--- src/trsp_pkg.sv ---
// shared constants and types of the remote start and recall port
package trsp_pkg;

	// ----------------------------------------------------------------
	// clock and timing
	// ----------------------------------------------------------------
	localparam int CLK_KHZ        = 100000;
	localparam int START_MIN_MS   = 5;
	localparam int START_MIN_CYC  = START_MIN_MS * CLK_KHZ;
	localparam int FILTER_US      = 200;
	localparam int FILTER_CYC     = (FILTER_US * CLK_KHZ + 999) / 1000;
	localparam int FLASH_HALF_MS  = 250;
	localparam int FLASH_CYC      = FLASH_HALF_MS * CLK_KHZ;
	localparam int FILT_CNT_W     = 20;
	localparam int START_CNT_W    = 20;
	localparam int FLASH_CNT_W    = 25;

	// ----------------------------------------------------------------
	// register map (byte addresses)
	// ----------------------------------------------------------------
	localparam logic [7:0] CTRL_OFS   = 8'h00;
	localparam logic [7:0] STATUS_OFS = 8'h04;
	localparam logic [7:0] RECALL_OFS = 8'h08;

	localparam int CTRL_FAIL_LATCH_BIT = 0;
	localparam int CTRL_SW_STOP_BIT    = 1;
	localparam logic CTRL_FAIL_LATCH_RST = 1'b0;

	// ----------------------------------------------------------------
	// input vector layout, active low at the pins except test_select_0 and test_select_1
	// ----------------------------------------------------------------
	localparam int IN_W          = 19;
	localparam int IN_ENABLE     = 0;
	localparam int IN_START      = 1;
	localparam int IN_STOP       = 2;
	localparam int IN_STROBE     = 3;
	localparam int IN_SEL0       = 4;
	localparam int IN_SEL1       = 5;
	localparam int IN_NUM_LO     = 6;
	localparam int IN_PANEL_START = 14;
	localparam int IN_PANEL_STOP = 15;
	localparam int IN_JACK_START = 16;
	localparam int IN_JACK_STOP  = 17;
	localparam int IN_OCP        = 18;
	localparam logic [IN_W-1:0] IN_RST = 19'h7ffff;

	// ----------------------------------------------------------------
	// types
	// ----------------------------------------------------------------
	typedef enum logic [1:0] {
		ST_READY = 2'b00,
		ST_TEST  = 2'b01,
		ST_FAIL  = 2'b10,
		ST_PROT  = 2'b11
	} trsp_state_t;

	// code equals {test_select_1, test_select_0} as seen on the pins
	typedef enum logic [1:0] {
		TGT_SEQ = 2'b00,
		TGT_IR  = 2'b01,
		TGT_DC  = 2'b10,
		TGT_AC  = 2'b11
	} trsp_target_t;

	typedef struct packed {
		logic         valid;
		trsp_target_t target;
		logic [6:0]   number;
	} trsp_recall_t;

	localparam trsp_recall_t RECALL_RST = 10'h000;

endpackage : trsp_pkg

--- src/trsp_port.sv ---
// remote start, stop and recall port with its test state control
`timescale 1ns/1ps
module trsp_port #(
	parameter int FILTER_CYC    = trsp_pkg::FILTER_CYC,
	parameter int START_MIN_CYC = trsp_pkg::START_MIN_CYC,
	parameter int FLASH_CYC     = trsp_pkg::FLASH_CYC
) (
	input  wire logic                  clk,
	input  wire logic                  reset_n,
	input  wire logic                  psel,
	input  wire logic                  penable,
	input  wire logic                  pwrite,
	input  wire logic [7:0]            paddr,
	input  wire logic [31:0]           pwdata,
	input  wire logic [3:0]            pstrb,
	output logic                       pready,
	output logic      [31:0]           prdata,
	output logic                       pslverr,
	input  wire logic                  port_enable_n,
	input  wire logic                  port_start_n,
	input  wire logic                  port_stop_n,
	input  wire logic                  recall_strobe,
	input  wire logic                  test_select_0,
	input  wire logic                  test_select_1,
	input  wire logic [7:0]            recall_number,
	input  wire logic                  panel_start_n,
	input  wire logic                  panel_stop_n,
	input  wire logic                  jack_start_n,
	input  wire logic                  jack_stop_n,
	input  wire logic                  aux_supply_overcurrent_n,
	input  wire logic                  dc_function_present,
	input  wire logic                  test_pass,
	input  wire logic                  test_fail,
	output logic                       ready_n,
	output logic                       protection_on,
	output logic                       test_running,
	output logic                       remote_flag,
	output logic                       ocp_flash,
	output logic                       start_pulse,
	output logic                       stop_pulse,
	output logic                       recall_pulse,
	output trsp_pkg::trsp_recall_t     recall
);

	// ----------------------------------------------------------------
	// helpers
	// ----------------------------------------------------------------
	function automatic logic digit_ok(input logic [3:0] d);
		digit_ok = (d <= 4'h9);
	endfunction : digit_ok

	function automatic logic [6:0] bcd_to_bin(input logic [3:0] tens, input logic [3:0] units);
		bcd_to_bin = 7'({tens, 3'b000}) + 7'({tens, 1'b0}) + 7'(units);
	endfunction : bcd_to_bin

	// ----------------------------------------------------------------
	// input conditioning
	// ----------------------------------------------------------------
	logic [trsp_pkg::IN_W-1:0] pins_n;
	logic [trsp_pkg::IN_W-1:0] f_n;

	assign pins_n = {aux_supply_overcurrent_n, jack_stop_n, jack_start_n, panel_stop_n, panel_start_n,
	                 recall_number, test_select_1, test_select_0, recall_strobe,
	                 port_stop_n, port_start_n, port_enable_n};

	trsp_in_filter #(
		.FILTER_CYC (FILTER_CYC)
	) u_filter (
		.clk     (clk),
		.reset_n (reset_n),
		.pins_n  (pins_n),
		.clean_n (f_n)
	);

	// ----------------------------------------------------------------
	// state
	// ----------------------------------------------------------------
	trsp_pkg::trsp_state_t  state_reg, state_next;
	logic [trsp_pkg::START_CNT_W-1:0] start_cnt_reg, start_cnt_next;
	logic [trsp_pkg::FLASH_CNT_W-1:0] flash_cnt_reg, flash_cnt_next;
	logic                   en_prev_reg, en_prev_next;
	logic                   stb_prev_reg, stb_prev_next;
	logic                   remote_reg, remote_next;
	logic                   ocp_reg, ocp_next;
	logic                   flash_reg, flash_next;
	logic                   start_pulse_reg, start_pulse_next;
	logic                   stop_pulse_reg, stop_pulse_next;
	logic                   recall_pulse_reg, recall_pulse_next;
	trsp_pkg::trsp_recall_t recall_reg, recall_next;
	logic                   fail_latch_reg, fail_latch_next;
	logic                   sw_stop_reg, sw_stop_next;
	logic [31:0]            prdata_reg, prdata_next;
	logic                   pslverr_reg, pslverr_next;

	logic                   port_auth;
	logic                   start_src_n;
	logic                   start_hit;
	logic                   remote_stop;
	logic                   panel_stop;
	logic                   clr_ok;
	logic                   en_change;
	logic                   ocp;
	logic                   prot_clear;
	logic                   flash_tick;
	logic                   stb_rise;
	logic [3:0]             tens;
	logic [3:0]             units;
	trsp_pkg::trsp_target_t tgt;

	// ----------------------------------------------------------------
	// test control
	// ----------------------------------------------------------------
	always_comb begin
		port_auth = !f_n[trsp_pkg::IN_ENABLE];
		if (port_auth) begin
			start_src_n = f_n[trsp_pkg::IN_START];
		end else begin
			// port start is dropped while the enable line sits high
			start_src_n = f_n[trsp_pkg::IN_PANEL_START] & f_n[trsp_pkg::IN_JACK_START];
		end
		remote_stop = !f_n[trsp_pkg::IN_STOP] | !f_n[trsp_pkg::IN_JACK_STOP] | sw_stop_reg;
		panel_stop  = !f_n[trsp_pkg::IN_PANEL_STOP];
		clr_ok      = panel_stop | (remote_stop & !fail_latch_reg);
		en_change   = f_n[trsp_pkg::IN_ENABLE] != en_prev_reg;
		ocp         = !f_n[trsp_pkg::IN_OCP];
		prot_clear  = (state_reg == trsp_pkg::ST_PROT) && clr_ok && !ocp;

		// counter saturates so one long low time yields a single start
		start_cnt_next = start_cnt_reg;
		start_hit      = 1'b0;
		if (start_src_n) begin
			start_cnt_next = '0;
		end else if (start_cnt_reg != trsp_pkg::START_CNT_W'(START_MIN_CYC)) begin
			start_cnt_next = start_cnt_reg + 1'b1;
			start_hit = (start_cnt_reg == trsp_pkg::START_CNT_W'(START_MIN_CYC - 1));
		end

		state_next       = state_reg;
		start_pulse_next = 1'b0;
		stop_pulse_next  = 1'b0;
		unique case (state_reg)
			trsp_pkg::ST_READY: begin
				if (start_hit) begin
					state_next       = trsp_pkg::ST_TEST;
					start_pulse_next = 1'b1;
				end
			end
			trsp_pkg::ST_TEST: begin
				if (remote_stop || panel_stop) begin
					state_next      = trsp_pkg::ST_READY;
					stop_pulse_next = 1'b1;
				end else if (test_fail) begin
					state_next = trsp_pkg::ST_FAIL;
				end else if (test_pass) begin
					state_next = trsp_pkg::ST_READY;
				end
			end
			trsp_pkg::ST_FAIL: begin
				if (clr_ok) begin
					state_next = trsp_pkg::ST_READY;
				end
			end
			trsp_pkg::ST_PROT: begin
				if (prot_clear) begin
					state_next = trsp_pkg::ST_READY;
				end
			end
		endcase
		// protection outranks every other move, including a stop
		if (en_change || ocp) begin
			state_next       = trsp_pkg::ST_PROT;
			stop_pulse_next  = (state_reg == trsp_pkg::ST_TEST);
			start_pulse_next = 1'b0;
		end

		en_prev_next = f_n[trsp_pkg::IN_ENABLE];
		remote_next  = en_change | (remote_reg & !prot_clear);
		ocp_next     = ocp | (ocp_reg & !prot_clear);
	end

	// ----------------------------------------------------------------
	// overcurrent flash divider
	// ----------------------------------------------------------------
	always_comb begin
		flash_tick     = (flash_cnt_reg == trsp_pkg::FLASH_CNT_W'(FLASH_CYC - 1));
		flash_cnt_next = flash_tick ? '0 : flash_cnt_reg + 1'b1;
		flash_next     = 1'b0;
		if (ocp_reg) begin
			flash_next = flash_tick ? !flash_reg : flash_reg;
		end
	end

	// ----------------------------------------------------------------
	// recall capture
	// ----------------------------------------------------------------
	always_comb begin
		stb_prev_next = f_n[trsp_pkg::IN_STROBE];
		stb_rise      = f_n[trsp_pkg::IN_STROBE] && !stb_prev_reg;
		tens  = ~f_n[trsp_pkg::IN_NUM_LO+4 +: 4];
		units = ~f_n[trsp_pkg::IN_NUM_LO +: 4];
		tgt   = trsp_pkg::trsp_target_t'({f_n[trsp_pkg::IN_SEL1], f_n[trsp_pkg::IN_SEL0]});
		recall_next       = recall_reg;
		recall_pulse_next = 1'b0;
		if (stb_rise) begin
			recall_pulse_next  = 1'b1;
			recall_next.target = tgt;
			recall_next.number = bcd_to_bin(tens, units);
			recall_next.valid  = digit_ok(tens) && digit_ok(units)
			                     && !(tgt == trsp_pkg::TGT_DC && !dc_function_present);
		end
	end

	// ----------------------------------------------------------------
	// apb slave, zero wait states, read data staged in the setup cycle
	// ----------------------------------------------------------------
	always_comb begin
		fail_latch_next = fail_latch_reg;
		sw_stop_next    = 1'b0;
		prdata_next     = prdata_reg;
		pslverr_next    = pslverr_reg;
		if (psel && !penable) begin
			prdata_next  = 32'h0000_0000;
			pslverr_next = 1'b0;
			unique case (paddr)
				trsp_pkg::CTRL_OFS: begin
					prdata_next[trsp_pkg::CTRL_FAIL_LATCH_BIT] = fail_latch_reg;
				end
				trsp_pkg::STATUS_OFS: begin
					prdata_next[5:0] = {dc_function_present, ocp_reg, remote_reg, port_auth, state_reg};
				end
				trsp_pkg::RECALL_OFS: begin
					prdata_next[9:0] = recall_reg;
				end
				default: begin
					pslverr_next = 1'b1;
				end
			endcase
		end
		if (psel && penable && pwrite && pstrb[0] && paddr == trsp_pkg::CTRL_OFS) begin
			fail_latch_next = pwdata[trsp_pkg::CTRL_FAIL_LATCH_BIT];
			sw_stop_next    = pwdata[trsp_pkg::CTRL_SW_STOP_BIT];
		end
	end

	// ----------------------------------------------------------------
	// registers
	// ----------------------------------------------------------------
	always_ff @(posedge clk or negedge reset_n) begin
		if (!reset_n) begin
			state_reg        <= trsp_pkg::ST_READY;
			start_cnt_reg    <= '0;
			flash_cnt_reg    <= '0;
			en_prev_reg      <= 1'b1;
			stb_prev_reg     <= 1'b1;
			remote_reg       <= 1'b0;
			ocp_reg          <= 1'b0;
			flash_reg        <= 1'b0;
			start_pulse_reg  <= 1'b0;
			stop_pulse_reg   <= 1'b0;
			recall_pulse_reg <= 1'b0;
			recall_reg       <= trsp_pkg::RECALL_RST;
			fail_latch_reg   <= trsp_pkg::CTRL_FAIL_LATCH_RST;
			sw_stop_reg      <= 1'b0;
			prdata_reg       <= 32'h0000_0000;
			pslverr_reg      <= 1'b0;
		end else begin
			state_reg        <= state_next;
			start_cnt_reg    <= start_cnt_next;
			flash_cnt_reg    <= flash_cnt_next;
			en_prev_reg      <= en_prev_next;
			stb_prev_reg     <= stb_prev_next;
			remote_reg       <= remote_next;
			ocp_reg          <= ocp_next;
			flash_reg        <= flash_next;
			start_pulse_reg  <= start_pulse_next;
			stop_pulse_reg   <= stop_pulse_next;
			recall_pulse_reg <= recall_pulse_next;
			recall_reg       <= recall_next;
			fail_latch_reg   <= fail_latch_next;
			sw_stop_reg      <= sw_stop_next;
			prdata_reg       <= prdata_next;
			pslverr_reg      <= pslverr_next;
		end
	end

	// ----------------------------------------------------------------
	// outputs
	// ----------------------------------------------------------------
	assign ready_n       = (state_reg != trsp_pkg::ST_READY);
	assign protection_on = (state_reg == trsp_pkg::ST_PROT);
	assign test_running  = (state_reg == trsp_pkg::ST_TEST);
	assign remote_flag   = remote_reg;
	assign ocp_flash     = flash_reg;
	assign start_pulse   = start_pulse_reg;
	assign stop_pulse    = stop_pulse_reg;
	assign recall_pulse  = recall_pulse_reg;
	assign recall        = recall_reg;
	assign pready        = 1'b1;
	assign prdata        = prdata_reg;
	assign pslverr       = pslverr_reg & psel & penable;

endmodule : trsp_port

--- src/trsp_in_filter.sv ---
// synchroniser and stability filter for the active-low port inputs
`timescale 1ns/1ps
module trsp_in_filter #(
	parameter int FILTER_CYC = trsp_pkg::FILTER_CYC
) (
	input  wire logic                       clk,
	input  wire logic                       reset_n,
	input  wire logic [trsp_pkg::IN_W-1:0]  pins_n,
	output logic      [trsp_pkg::IN_W-1:0]  clean_n
);

	localparam int W = trsp_pkg::IN_W;
	localparam int CW = trsp_pkg::FILT_CNT_W;

	logic [W-1:0]  s1_reg;
	logic [W-1:0]  s2_reg;
	logic [W-1:0]  out_reg;
	logic [W-1:0]  out_next;
	logic [CW-1:0] cnt_reg  [W];
	logic [CW-1:0] cnt_next [W];

	// ----------------------------------------------------------------
	// a bit follows its pin only after it held still for the whole window
	// ----------------------------------------------------------------
	always_comb begin
		out_next = out_reg;
		for (int i = 0; i < W; i++) begin
			cnt_next[i] = '0;
			if (s2_reg[i] != out_reg[i]) begin
				if (cnt_reg[i] == CW'(FILTER_CYC - 1)) begin
					out_next[i] = s2_reg[i];
				end else begin
					cnt_next[i] = cnt_reg[i] + 1'b1;
				end
			end
		end
	end

	always_ff @(posedge clk or negedge reset_n) begin
		if (!reset_n) begin
			// pulled-up pins read as high until something pulls them
			s1_reg  <= trsp_pkg::IN_RST;
			s2_reg  <= trsp_pkg::IN_RST;
			out_reg <= trsp_pkg::IN_RST;
			for (int i = 0; i < W; i++) begin
				cnt_reg[i] <= '0;
			end
		end else begin
			s1_reg  <= pins_n;
			s2_reg  <= s1_reg;
			out_reg <= out_next;
			for (int i = 0; i < W; i++) begin
				cnt_reg[i] <= cnt_next[i];
			end
		end
	end

	assign clean_n = out_reg;

endmodule : trsp_in_filter

--- config.mk ---
export PLATFORM = sky130hd
export DESIGN_NAME = trsp_port
export DESIGN_NICKNAME = d
export VERILOG_FILES = /design/src/trsp_pkg.sv /design/src/trsp_port.sv /design/src/trsp_in_filter.sv
export SDC_FILE = /design/constraint.sdc
export NUM_CORES = 1
export LEC_CHECK = 0
export ABC_AREA = 1
export BUFFER_PORTS_ARGS = -buffer_cell sky130_fd_sc_hd__buf_2
export CORE_MARGIN = 1
export CORE_UTILIZATION = 60
export CTS_BUF_LIST = sky130_fd_sc_hd__clkbuf_8
export DETAILED_ROUTE_END_ITERATION = 7
export PLACE_DENSITY_LB_ADDON = 0.08
export SLEW_MARGIN = 5
export SYNTH_ARGS = -nofsm -noshare
export SYNTH_HDL_FRONTEND = slang
export SYNTH_SLANG_ARGS = --single-unit
--- constraint.sdc ---
create_clock -name clk -period 2.8 [get_ports clk]
set_input_delay 0.14 -clock clk [delete_from_list [all_inputs] [get_ports clk]]
set_output_delay 0.14 -clock clk [all_outputs]
set_load 0.02 [all_outputs]
**After elaboration in Yosys (flattened, before gate mapping)**

Cells that the tools add are included.

- Register bits: 515
- Bits in latches: 0
- RAM bits: 0
- ROM bits: 0
- Output and inout bits: 52
- Word-level logic and storage cells: 265
- Memories: 0

- Add/subtract/negate cells: 23
- Multiply operators: 0
- Div/mod/pow operators: 0
- Order comparisons: 2
- Eq/ne operators: 53
- Shift-type cells: 0
- Mux-type cells: 66
- Bitwise logic cells: 13
- Reduce and logical (&&, ||, !) cells: 50

Operators by type and width:

| kind | count |
|---|---|
| 20-bit two-way mux | 40 |
| 20-bit by 1-bit adder with 20-bit output, second input constant | 20 |
| 20-bit by 15-bit equality test with 1-bit output, second input constant | 19 |
| 2-bit AND reduction | 19 |
| 25-bit by 1-bit adder with 25-bit output, second input constant | 1 |
| 25-bit equality test, second input constant | 1 |
| 25-bit two-way mux | 1 |
| 20-bit by 19-bit equality test with 1-bit output, second input constant | 1 |
| 1-bit inequality test | 20 |
| 20-bit by 19-bit inequality test with 1-bit output, second input constant | 1 |
| 1-bit two-way mux | 14 |
| 2-bit two-way mux | 7 |
| 1-bit zero test | 12 |
| 1-bit logical AND | 11 |
| 5-bit case mux with 2 select lines | 1 |
| 8-bit by 3-bit equality test with 1-bit output, second input constant | 1 |
| 8-bit by 4-bit equality test with 1-bit output, second input constant | 1 |
| 4-bit less-or-equal comparator, second input constant | 2 |
| 8-bit zero test | 1 |
| 4-bit inverter | 2 |
| 2-bit case mux with 4 select lines | 1 |
| 7-bit by 4-bit adder with 7-bit output | 1 |
| 7-bit by 5-bit adder with 7-bit output | 1 |
| 1-bit bitwise AND | 6 |
| other kinds (14) | 23 |

**Logic depth before layout (Yosys ltp)**

Gate-level depths: netlist of the first run.

- Word-level depth: 10
- Gate-level depth with buffers: 10
- Gate-level depth less buffers: 10

**Hierarchy**

From an unflattened synthesis of the first run, not the netlist that was laid out.

- Cell total of the unflattened synthesis: 3857
- Area, all modules: 28327.2 um2

By module, submodules not included:

| module | instances | cells an instance | area an instance (um2) | sequential area each (um2) |
|---|---|---|---|---|
| trsp_in_filter | 1 | 3253 | 23772.8 | 11006.8 |
| trsp_port | 1 | 604 | 4554.4 | 1954.4 |

**Worst setup path before layout of the first run**

OpenSTA, ideal clock, no wires.

- Path kind: register to register
- Start: register u_filter.out_reg[9] (netlist: u_filter.clean_n[9])
- End: register recall_reg (netlist bit recall[6])
- Setup time: 0.127 ns
- Arrival time: 1.994 ns
- Slack: 0.679 ns
- Cell stages (with the launch flop): 10
- Cells stage by stage: dfstp_2 > inv_1 > fa_1 > inv_1 > fa_1 > inv_1 > nand3_1 > nand2_1 > xor2_1 > o21ai_0

- Longest elaborated chain between the ends: 2

Ends and longest elaborated chain:

| what | line | text |
|---|---|---|
| from (decl) | trsp_in_filter.sv:17 | `logic [W-1:0] out_reg;` |
| from (signal assigned) | trsp_in_filter.sv:44 | `out_reg <= trsp_pkg::IN_RST;` |
| from (signal assigned) | trsp_in_filter.sv:51 | `out_reg <= out_next;` |
| 4-bit inverter | trsp_port.sv:200 | `units = ~f_n[trsp_pkg::IN_NUM_LO +: 4];` |
| 7-bit by 4-bit adder with 7-bit output | trsp_port.sv:53 | `bcd_to_bin = 7'({tens, 3'b000}) + 7'({tens, 1'b0}) + 7'(units);` |
| to (signal assigned) | trsp_port.sv:261 | `recall_reg <= trsp_pkg::RECALL_RST;` |
| to (signal assigned) | trsp_port.sv:278 | `recall_reg <= recall_next;` |
| to (decl) | trsp_port.sv:89 | `trsp_pkg::trsp_recall_t recall_reg, recall_next;` |

Every way passes these cells.
A chain may end at the register's enable or synchronous reset.

**Worst setup path after layout of the first run**

- Start: input port paddr[7]
- End: register prdata_reg[5] (netlist: prdata[5])

- Longest elaborated chain between the ends: 2
- Elaborated cells between the ends (all ways): 3

Ends and longest elaborated chain:

| what | line | text |
|---|---|---|
| from (decl) | trsp_port.sv:13 | `input wire logic [7:0] paddr,` |
| 8-bit by 4-bit equality test with 1-bit output / 8-bit by 3-bit equality test with 1-bit output (equally long branches) | trsp_port.sv:224 | `unique case (paddr)` |
| 5-bit case mux with 2 select lines * | trsp_port.sv:224 |  |
| to (signal assigned) | trsp_port.sv:281 | `prdata_reg <= prdata_next;` |
| to (decl) | trsp_port.sv:92 | `logic [31:0] prdata_reg, prdata_next;` |

Mark *: on every way between the ends. The rest lies on a longest branch, timed or not.

==> results.toml, run 1 <==
[route]
ant_nets = 0
routed_wirelength_mm = 60.2
firstDrtPassIters = 6
drt_iter0_markers = 1475
vias = 22800
via_per_inst = 5.19
routedWlPerCell_um = 13.7
drc = 0

[worst_setup_path]
start_kind = "primary input"
rrSetupSlack_ns = 0.50
critPathKind = "in2reg"
cp_data_arrival_time_ns = 3.02
cp-end-kind = "register"
required_ns = 3.39
timing.rr.end = "recall[6]"
r2r_start = "u_filter.clean_n[10]"
r2r_cells = 9
crit_fanout = 13

[global_routing]
grt_first_pass_wirelength_mm = 103
antenna_found_initial = 0
grt_max_degree = 81
first_global_vias = 22400
grt.overflow.total = 0
grtUsageTotal_pct = 26.7

[synthesis]
yosysSeqAreaShare_pct = 47.4
synth_cells = 3559
yosysWarnings = 0
avgSynthCellArea_um2 = 7.68
yosys.cell_types.count = 43
synthesis.area_um2 = 27300
synth-edff-count = 0
synthFlopType = "dfrtp_1"
async_flop_share_pct = 100
synth_seq_cells = 515

[pwr]
finalPower_mw = 15.5
peakVddDrop_mv = 0.594
power_density_nw_per_um2 = 506
p_leak_nw = 13.5

[floorplan]
coreArea_um2 = 44600
row_count = 77
die_y_um = 215
initial_core_util_pct = 61.3
die_area_um2 = 46400
ios = 123
die_width_um = 215

[cells_and_area]
final_cell_mix = "831 x nor2_1, 742 x nand2_1, 456 x dfrtp_1"
syn2layout_area_growth_pct = 12.4
antennaDiodeCount = 0
layout_commonest_cell = "nor2_1"
fill_cells = 3734
drive_above_1_share_pct = 9.88
largest_reg_flops = 380
fin_nets = 3846

[clocking]
cts_setup_buffers = 0
clkTransAtPathRegs_ns = 0.06
clkSinkCount = 515
ctsHoldBuffers = 39
htreeDepth = 3
cts_max_path_buffers = 3
cts_buffers = 84
cts-root-buf = "clkbuf_8"
cts_tree = "built"
clock_latency_ns = 0.68
cts_resized = 0

[timing]
setup_viol = 0
tightest_slew_ns = 0.625
finalHoldViolCount = 0
fmax_mhz = 412
holdWs_ns = 0.0524
skew_ns = 0.0392
setup_ws_ns = 0.374
rsz0062_at_grt = "false"
slew_headroom_pct = 58.4
finalCritPeriodShare_pct = 86.6
slew_viol_final = 0
tns_ns = 0
fin_crit_ns = 2.43

[flow_run]
max_cap_viol_count = 0

[run_status]
status = "completed"

[placed_design]
hpwl_mm = 44.0
io_buffers = 66
dpl_worst_slack_ns = 0.535
gp_congestion = 0.942

[min_path]
hold_class = "in2async"
-- cell usage after synthesis, drive strengths merged (52+ instances only) --
master | instances | area [µm²]
o21ai | 52 | 260
a21oi | 85 | 425
nor2 | 874 | 3450
xnor2 | 58 | 508
nor3 | 166 | 942
inv | 429 | 1610
nand4 | 61 | 388
dfrtp | 456 | 11400
nand3 | 249 | 1270
dfstp | 59 | 1550
xor2 | 154 | 1350
nand2 | 763 | 2920
-- routing by layer --
metal  vias up  global-route usage (%)  wire length, µm
met1     10700                    36.0            27600
met4         0                    9.15             1550
met2       508                    43.4            28100
li1      11600                       -                -
met5         -                       0                0
met3       121                    5.29             2960
-- area by class of cell --
class	instances	area (µm²)	area share [%]
tap	592	741	2.41
clock inverter	52	483	1.57
inverter	433	1630	5.31
multi-input combinational	2593	12600	40.9
timing repair buffer	117	896	2.92
clock buffer	104	1430	4.66
sequential	515	13000	42.2
-- stage by stage --
step | utilization (%) | instance area [µm²] | cells
final | 68.9 | 30700 | 4406
after global routing | 68.9 | 30700 | 4406
after CTS | 68.9 | 30700 | 4406
after detailed placement | 63.7 | 28400 | 4211
after global placement | 63.7 | 28400 | 4211
after floorplan | - | 27400 | 3580
-- cells by family (layout without fill, tap and decap cells) --
logic type	Yosys count	count (layout)	synth area share [%]
AO/OA/AOI/OAI	177	177	3.55
XOR/XNOR	212	212	6.79
adder cells (fa/ha/maj)	31	31	1.47
buffers and inverters	472	706	6.87
flip-flops	515	515	47.4
other	2	23	0.0275
AND/OR/NAND/NOR	2150	2150	33.9
-- where the power goes --
group / switching, mW / internal [mW]
logic: 0.423 / 0.167
registers: 0.0874 / 7.57
clock network: 3.08 / 4.21
total: 3.59 / 12.0
-- worst max path at each step --
stage,from,cells after the start,to
5_1_grt,paddr[7],9,prdata[5]
3_3_place_gp,u_filter.clean_n[9],9,recall[6]
3_5_place_dp,u_filter.clean_n[9],9,recall[6]
6_report,paddr[7],9,prdata[5]
2_1_floorplan,u_filter.clean_n[9],9,recall[6]
4_1_cts,u_filter.clean_n[10],9,recall[6]
-- critical path, stage by stage --
cell	delay [ns]
dlygate4sd3_1	0.53
buf_2	0.12
nor2_1	0.23
nand3_1	0.18
inv_1	0.37
nand3_1	0.12
dlygate4sd3_1	0.59
a31oi_1	0.17
dlygate4sd3_1	0.57
Power figures use the tool's default switching activity.
==> run 2: changes to the inputs <==
--- a/config.mk
+++ b/config.mk
@@ -7,9 +7,8 @@
 export LEC_CHECK = 0
 export ABC_AREA = 1
 export BUFFER_PORTS_ARGS = -buffer_cell sky130_fd_sc_hd__buf_2
-export CORE_MARGIN = 1
 export CORE_UTILIZATION = 60
-export CTS_BUF_LIST = sky130_fd_sc_hd__clkbuf_8
+export CTS_BUF_LIST = sky130_fd_sc_hd__clkbuf_4
 export DETAILED_ROUTE_END_ITERATION = 7
 export PLACE_DENSITY_LB_ADDON = 0.08
 export SLEW_MARGIN = 5
==> results.toml, run 2 (same netlist as run 1, synthesis figures left out) <==
[run_status]
status = "completed"

[worst_setup_path]
crit_fanout = 3
critPathMostFrequentCell = "dlygate4sd3_1"
rrSetupSlack_ns = 0.55
critPathKind = "in2reg"
start_kind = "primary input"
cp_top_family = "buffers and inverters"
cp_num_buf_inv = 6
cp_data_arrival_time_ns = 3.52
required_ns = 3.65
cpPeakStageDelay_ns = 0.61
path_cells = "dlygate4sd3_1 > buf_2 > nor2_1 > dlygate4sd3_1 > nand3_1 > dlygate4sd3_1 > nor2_2 > nand4_1 > buf_4 > nand2_1 > o21ai_0 > dlygate4sd3_1"
slowest_stage = "dlygate4sd3_1"
cp-end-kind = "register"

[cells_and_area]
syn2layout_area_growth_pct = 13.4
fill_cells = 3757
final_cell_mix = "829 x nor2_1, 742 x nand2_1, 456 x dfrtp_1"
largest_reg_flops = 380
final_area_um2 = 31000
final-seq-area_um2 = 13000
multi_input_area_um2 = 12600
fin_nets = 3933
drive_above_1_share_pct = 11.7
layout_commonest_cell = "nor2_1"

[global_routing]
grt_max_degree = 81
grtUsageTotal_pct = 27.7
grt.overflow.total = 0
antenna_found_initial = 2
grt_first_pass_wirelength_mm = 106
first_global_vias = 23000

[pwr]
p_leak_nw = 13.7
power_density_nw_per_um2 = 489
peakVddDrop_mv = 0.338
finalPower_mw = 15.2

[clocking]
clkTransAtPathRegs_ns = 0.07
cts_tree = "built"
htreeDepth = 4
cts_max_path_buffers = 3
clkSinkCount = 515
clock_latency_ns = 0.98
cts-root-buf = "clkbuf_4"
cts_buffers = 135

[floorplan]
coreArea_um2 = 44600
die_y_um = 215
initial_core_util_pct = 61.3
ios = 123
die_width_um = 215
die_area_um2 = 46400
row_count = 77

[timing]
fin_crit_ns = 2.67
setup_viol = 0
skew_ns = 0.0397
fmax_mhz = 375
rsz0062_at_grt = "false"
slew_headroom_pct = 66.0
setup_ws_ns = 0.135
slew_viol_final = 0
tns_ns = 0
tightest_slew_ns = 0.506
holdWs_ns = 0.109
finalCritPeriodShare_pct = 95.2
finalHoldViolCount = 0

[flow_run]
max_cap_viol_count = 0

[route]
vias = 23500
via_per_inst = 5.17
routed_wirelength_mm = 61.4
ant_nets = 0
drt_iter0_markers = 1663
drc = 0
firstDrtPassIters = 6
routedWlPerCell_um = 13.5

[placed_design]
hpwl_mm = 44.0
io_buffers = 66
dpl_worst_slack_ns = 0.535
place_area_um2 = 28400
gp_congestion = 0.942

[min_path]
hold_class = "in2reg"
run 2: worst paths after layout:
| kind | depth (start not counted) | to | from |
|---|---|---|---|
| worst max-delay path | 12 | fail_latch_reg | paddr[7] |
| worst min-delay path | 5 | sw_stop_reg | pwrite |
| worst max register to register | 9 | recall[6] | u_filter.clean_n[9] |
| worst min register to register | 0 | u_filter.s2_reg[6] | u_filter.s1_reg[6] |
| max in group asynchronous | 4 | u_filter.s1_reg[7] | reset_n |
| min in group asynchronous | 3 | u_filter.s1_reg[17] | reset_n |
run 2: metal layers:
metal	GRT usage (%)	share of wire (%)	routed length, µm	up-vias
met4	11.7	2.2	1360	0
li1	-	-	-	11800
met3	5.61	5.4	3310	104
met5	0	0	0	-
met1	36.8	45	27800	11000
met2	44.3	47	28900	586
run 2: worst register-to-register path: stages (launching register included):
cell	delay, ns
dfstp_2	0.54
inv_1	0.07
fa_1	0.57
inv_1	0.07
fa_1	0.42
inv_1	0.10
nand3_1	0.07
nand2_1	0.08
xor2_1	0.14
o21ai_0	0.09
run 2: area by class of cell:
class / instances / share of cell area, %
clock buffers: 202 / 4.89
well taps: 592 / 2.39
repair buffers: 153 / 4.10
clock inverters: 40 / 0.928
multi-input cells: 2593 / 40.6
diodes: 8 / 0.0645
flip-flops and latches: 515 / 41.8
inverters: 433 / 5.26
run 2: where the power goes:
group | internal [mW] | switching, mW | total [mW]
Combinational | 0.201 | 0.435 | 0.636
Sequential | 7.57 | 0.0874 | 7.65
Clock | 3.76 | 3.12 | 6.88
Total | 11.5 | 3.64 | 15.2
run 2: what timing repair did:
action | 4_1_cts | 5_1_grt
resized for setup | 0 | 3
hold buffers | 74 | 0
setup buffers | 0 | 1
hold endpoints to repair | 550 | 0
setup endpoints to repair | 0 | 3
run 2: metrics by stage:
step / std cells / utilization, %
6_report: 4536 / 69.5
5_1_grt: 4531 / 69.5
4_1_cts: 4527 / 69.5
3_5_place_dp: 4211 / 63.7
3_3_place_gp: 4211 / 63.7
2_1_floorplan: 3580 / -
==> run 3: changes to the inputs <==
--- a/config.mk
+++ b/config.mk
@@ -7,8 +7,8 @@
 export LEC_CHECK = 0
 export ABC_AREA = 1
 export BUFFER_PORTS_ARGS = -buffer_cell sky130_fd_sc_hd__buf_2
-export CORE_UTILIZATION = 60
-export CTS_BUF_LIST = sky130_fd_sc_hd__clkbuf_4
+export CORE_UTILIZATION = 25
+export CTS_BUF_LIST = sky130_fd_sc_hd__clkbuf_4 sky130_fd_sc_hd__clkbuf_8
 export DETAILED_ROUTE_END_ITERATION = 7
 export PLACE_DENSITY_LB_ADDON = 0.08
 export SLEW_MARGIN = 5
==> results.toml, run 3 (same netlist as run 1, synthesis figures left out) <==
[floorplan]
initial_core_util_pct = 25.4
die_area_um2 = 111000
die_width_um = 333
coreArea_um2 = 108000
die_y_um = 333
ios = 123
row_count = 120

[timing]
tns_ns = 0
fmax_mhz = 370
slew_headroom_pct = 40.5
setup_ws_ns = 0.0975
setup_viol = 0
slew_viol_final = 0
fin_crit_ns = 2.70
finalCritPeriodShare_pct = 96.5
finalHoldViolCount = 0
rsz0062_at_grt = "false"
tightest_slew_ns = 0.889
skew_ns = 0.0206

[route]
firstDrtPassIters = 5
vias = 22300
drc = 0
routed_wirelength_mm = 72.3
drt_iter0_markers = 1027
routedWlPerCell_um = 13.7
ant_nets = 0
via_per_inst = 4.23

[cells_and_area]
largest_reg_flops = 380
final-seq-area_um2 = 13000
multi_input_area_um2 = 12600
drive_above_1_share_pct = 11.2
fill_cells = 11700
final_area_um2 = 32200
fin_nets = 3883
final_cell_mix = "829 x nor2_1, 742 x nand2_1, 456 x dfrtp_1"
syn2layout_area_growth_pct = 17.9
layout_commonest_cell = "nor2_1"
post-route-util_pct = 29.9

[placed_design]
gp_congestion = 0.799
dpl_worst_slack_ns = 0.494
hpwl_mm = 52.1
io_buffers = 66
place_area_um2 = 29400

[worst_setup_path]
r2r_cells = 9
cp-end-kind = "register"
rrSetupSlack_ns = 0.50
startpoint = "paddr[1]"
r2r_start = "u_filter.clean_n[9]"
crit_end = "prdata[1]"
required_ns = 3.45
cp_data_arrival_time_ns = 3.35
timing.rr.end = "recall[6]"
crit_fanout = 6
start_kind = "primary input"
critPathKind = "in2reg"

[clocking]
clock_latency_ns = 0.73
cts-root-buf = "clkbuf_8"
cts_max_path_buffers = 3
cts_tree = "built"
htreeDepth = 3
clkTransAtPathRegs_ns = 0.06
cts_buffers = 103
clkSinkCount = 515

[global_routing]
grtUsageTotal_pct = 13.3
antenna_found_initial = 3
grt.overflow.total = 0
first_global_vias = 23000
grt_first_pass_wirelength_mm = 121
grt_max_degree = 111

[run_status]
status = "completed"

[pwr]
p_leak_nw = 13.7
peakVddDrop_mv = 0.302
power_density_nw_per_um2 = 514

[flow_run]
max_cap_viol_count = 0

[min_path]
hold_class = "in2async"
## run 3: cell count changes in the layout (fill, tap and decap cells not counted), moves of 2 or more
cell           delta
clkbuf_4        -153
clkbuf_8        +123
clkinv_1         -25
dlygate4sd3_1    -14
clkinv_2          +8
diode_2           -6
clkinvlp_4        +5
inv_2             -5
bufinv_16         -3
buf_4             -2
## run 3: cell type report
class,instances,share of cell area [%]
clock inverters,20,0.508
diodes,2,0.0155
multi-input cells,2593,39.1
clock buffers,172,6.39
flip-flops and latches,515,40.2
well taps,1403,5.44
repair buffers,135,3.31
inverters,433,5.07
## run 3: what timing repair did
item | in CTS | in global routing
endpoints found under the setup margin | 0 | 1
hold buffers | 59 | 0
endpoints found under the hold margin | 512 | 0
buffers inserted | 0 | 0
resized for setup | 0 | 3
## run 3: worst min-delay path by stage
stage                            end  slack [ns]  cells past startpoint
2_1_floorplan         fail_latch_reg       -0.16                      0
3_3_place_gp   u_filter.cnt_reg[249]        0.03                      1
3_5_place_dp   u_filter.cnt_reg[249]        0.04                      1
4_1_cts           u_filter.s1_reg[0]       0.002                      2
5_1_grt          u_filter.s1_reg[10]        0.02                      2
6_report        u_filter.cnt_reg[99]        0.09                      3
## run 3: per-layer routing
layer | vias up | GRT usage [%] | share of wire (%)
met3 | 116 | 3.39 | 4.8
met5 | - | 0 | 0.015
li1 | 11600 | - | -
met4 | 2 | 3.80 | 2.3
met2 | 305 | 20.5 | 43
met1 | 10200 | 18.3 | 50
## run 3: power breakdown
group,switching (mW),internal (mW)
Clock,3.47,4.80
Sequential,0.0942,7.58
Combinational,0.443,0.180
## run 3: critical path: stages
cell and delay, ns:
dlygate4sd3_1 0.53, buf_2 0.12, nor2_1 0.15, inv_1 0.12, nor3_4 0.44, dlygate4sd3_1 0.97
nand3_1 0.17, a31oi_1 0.16, dlygate4sd3_1 0.56
## run 3: stage by stage
stage / cells / hold slack, ns / total power [mW]
after CTS: 5271 / 0.00161 / 17.1
final: 5273 / 0.0944 / 16.6
after global routing: 5272 / 0.0171 / 17.5
after floorplan: 3580 / -0.156 / 8.06
after detailed placement: 5020 / 0.0376 / 8.39
after global placement: 5020 / 0.0276 / 8.39
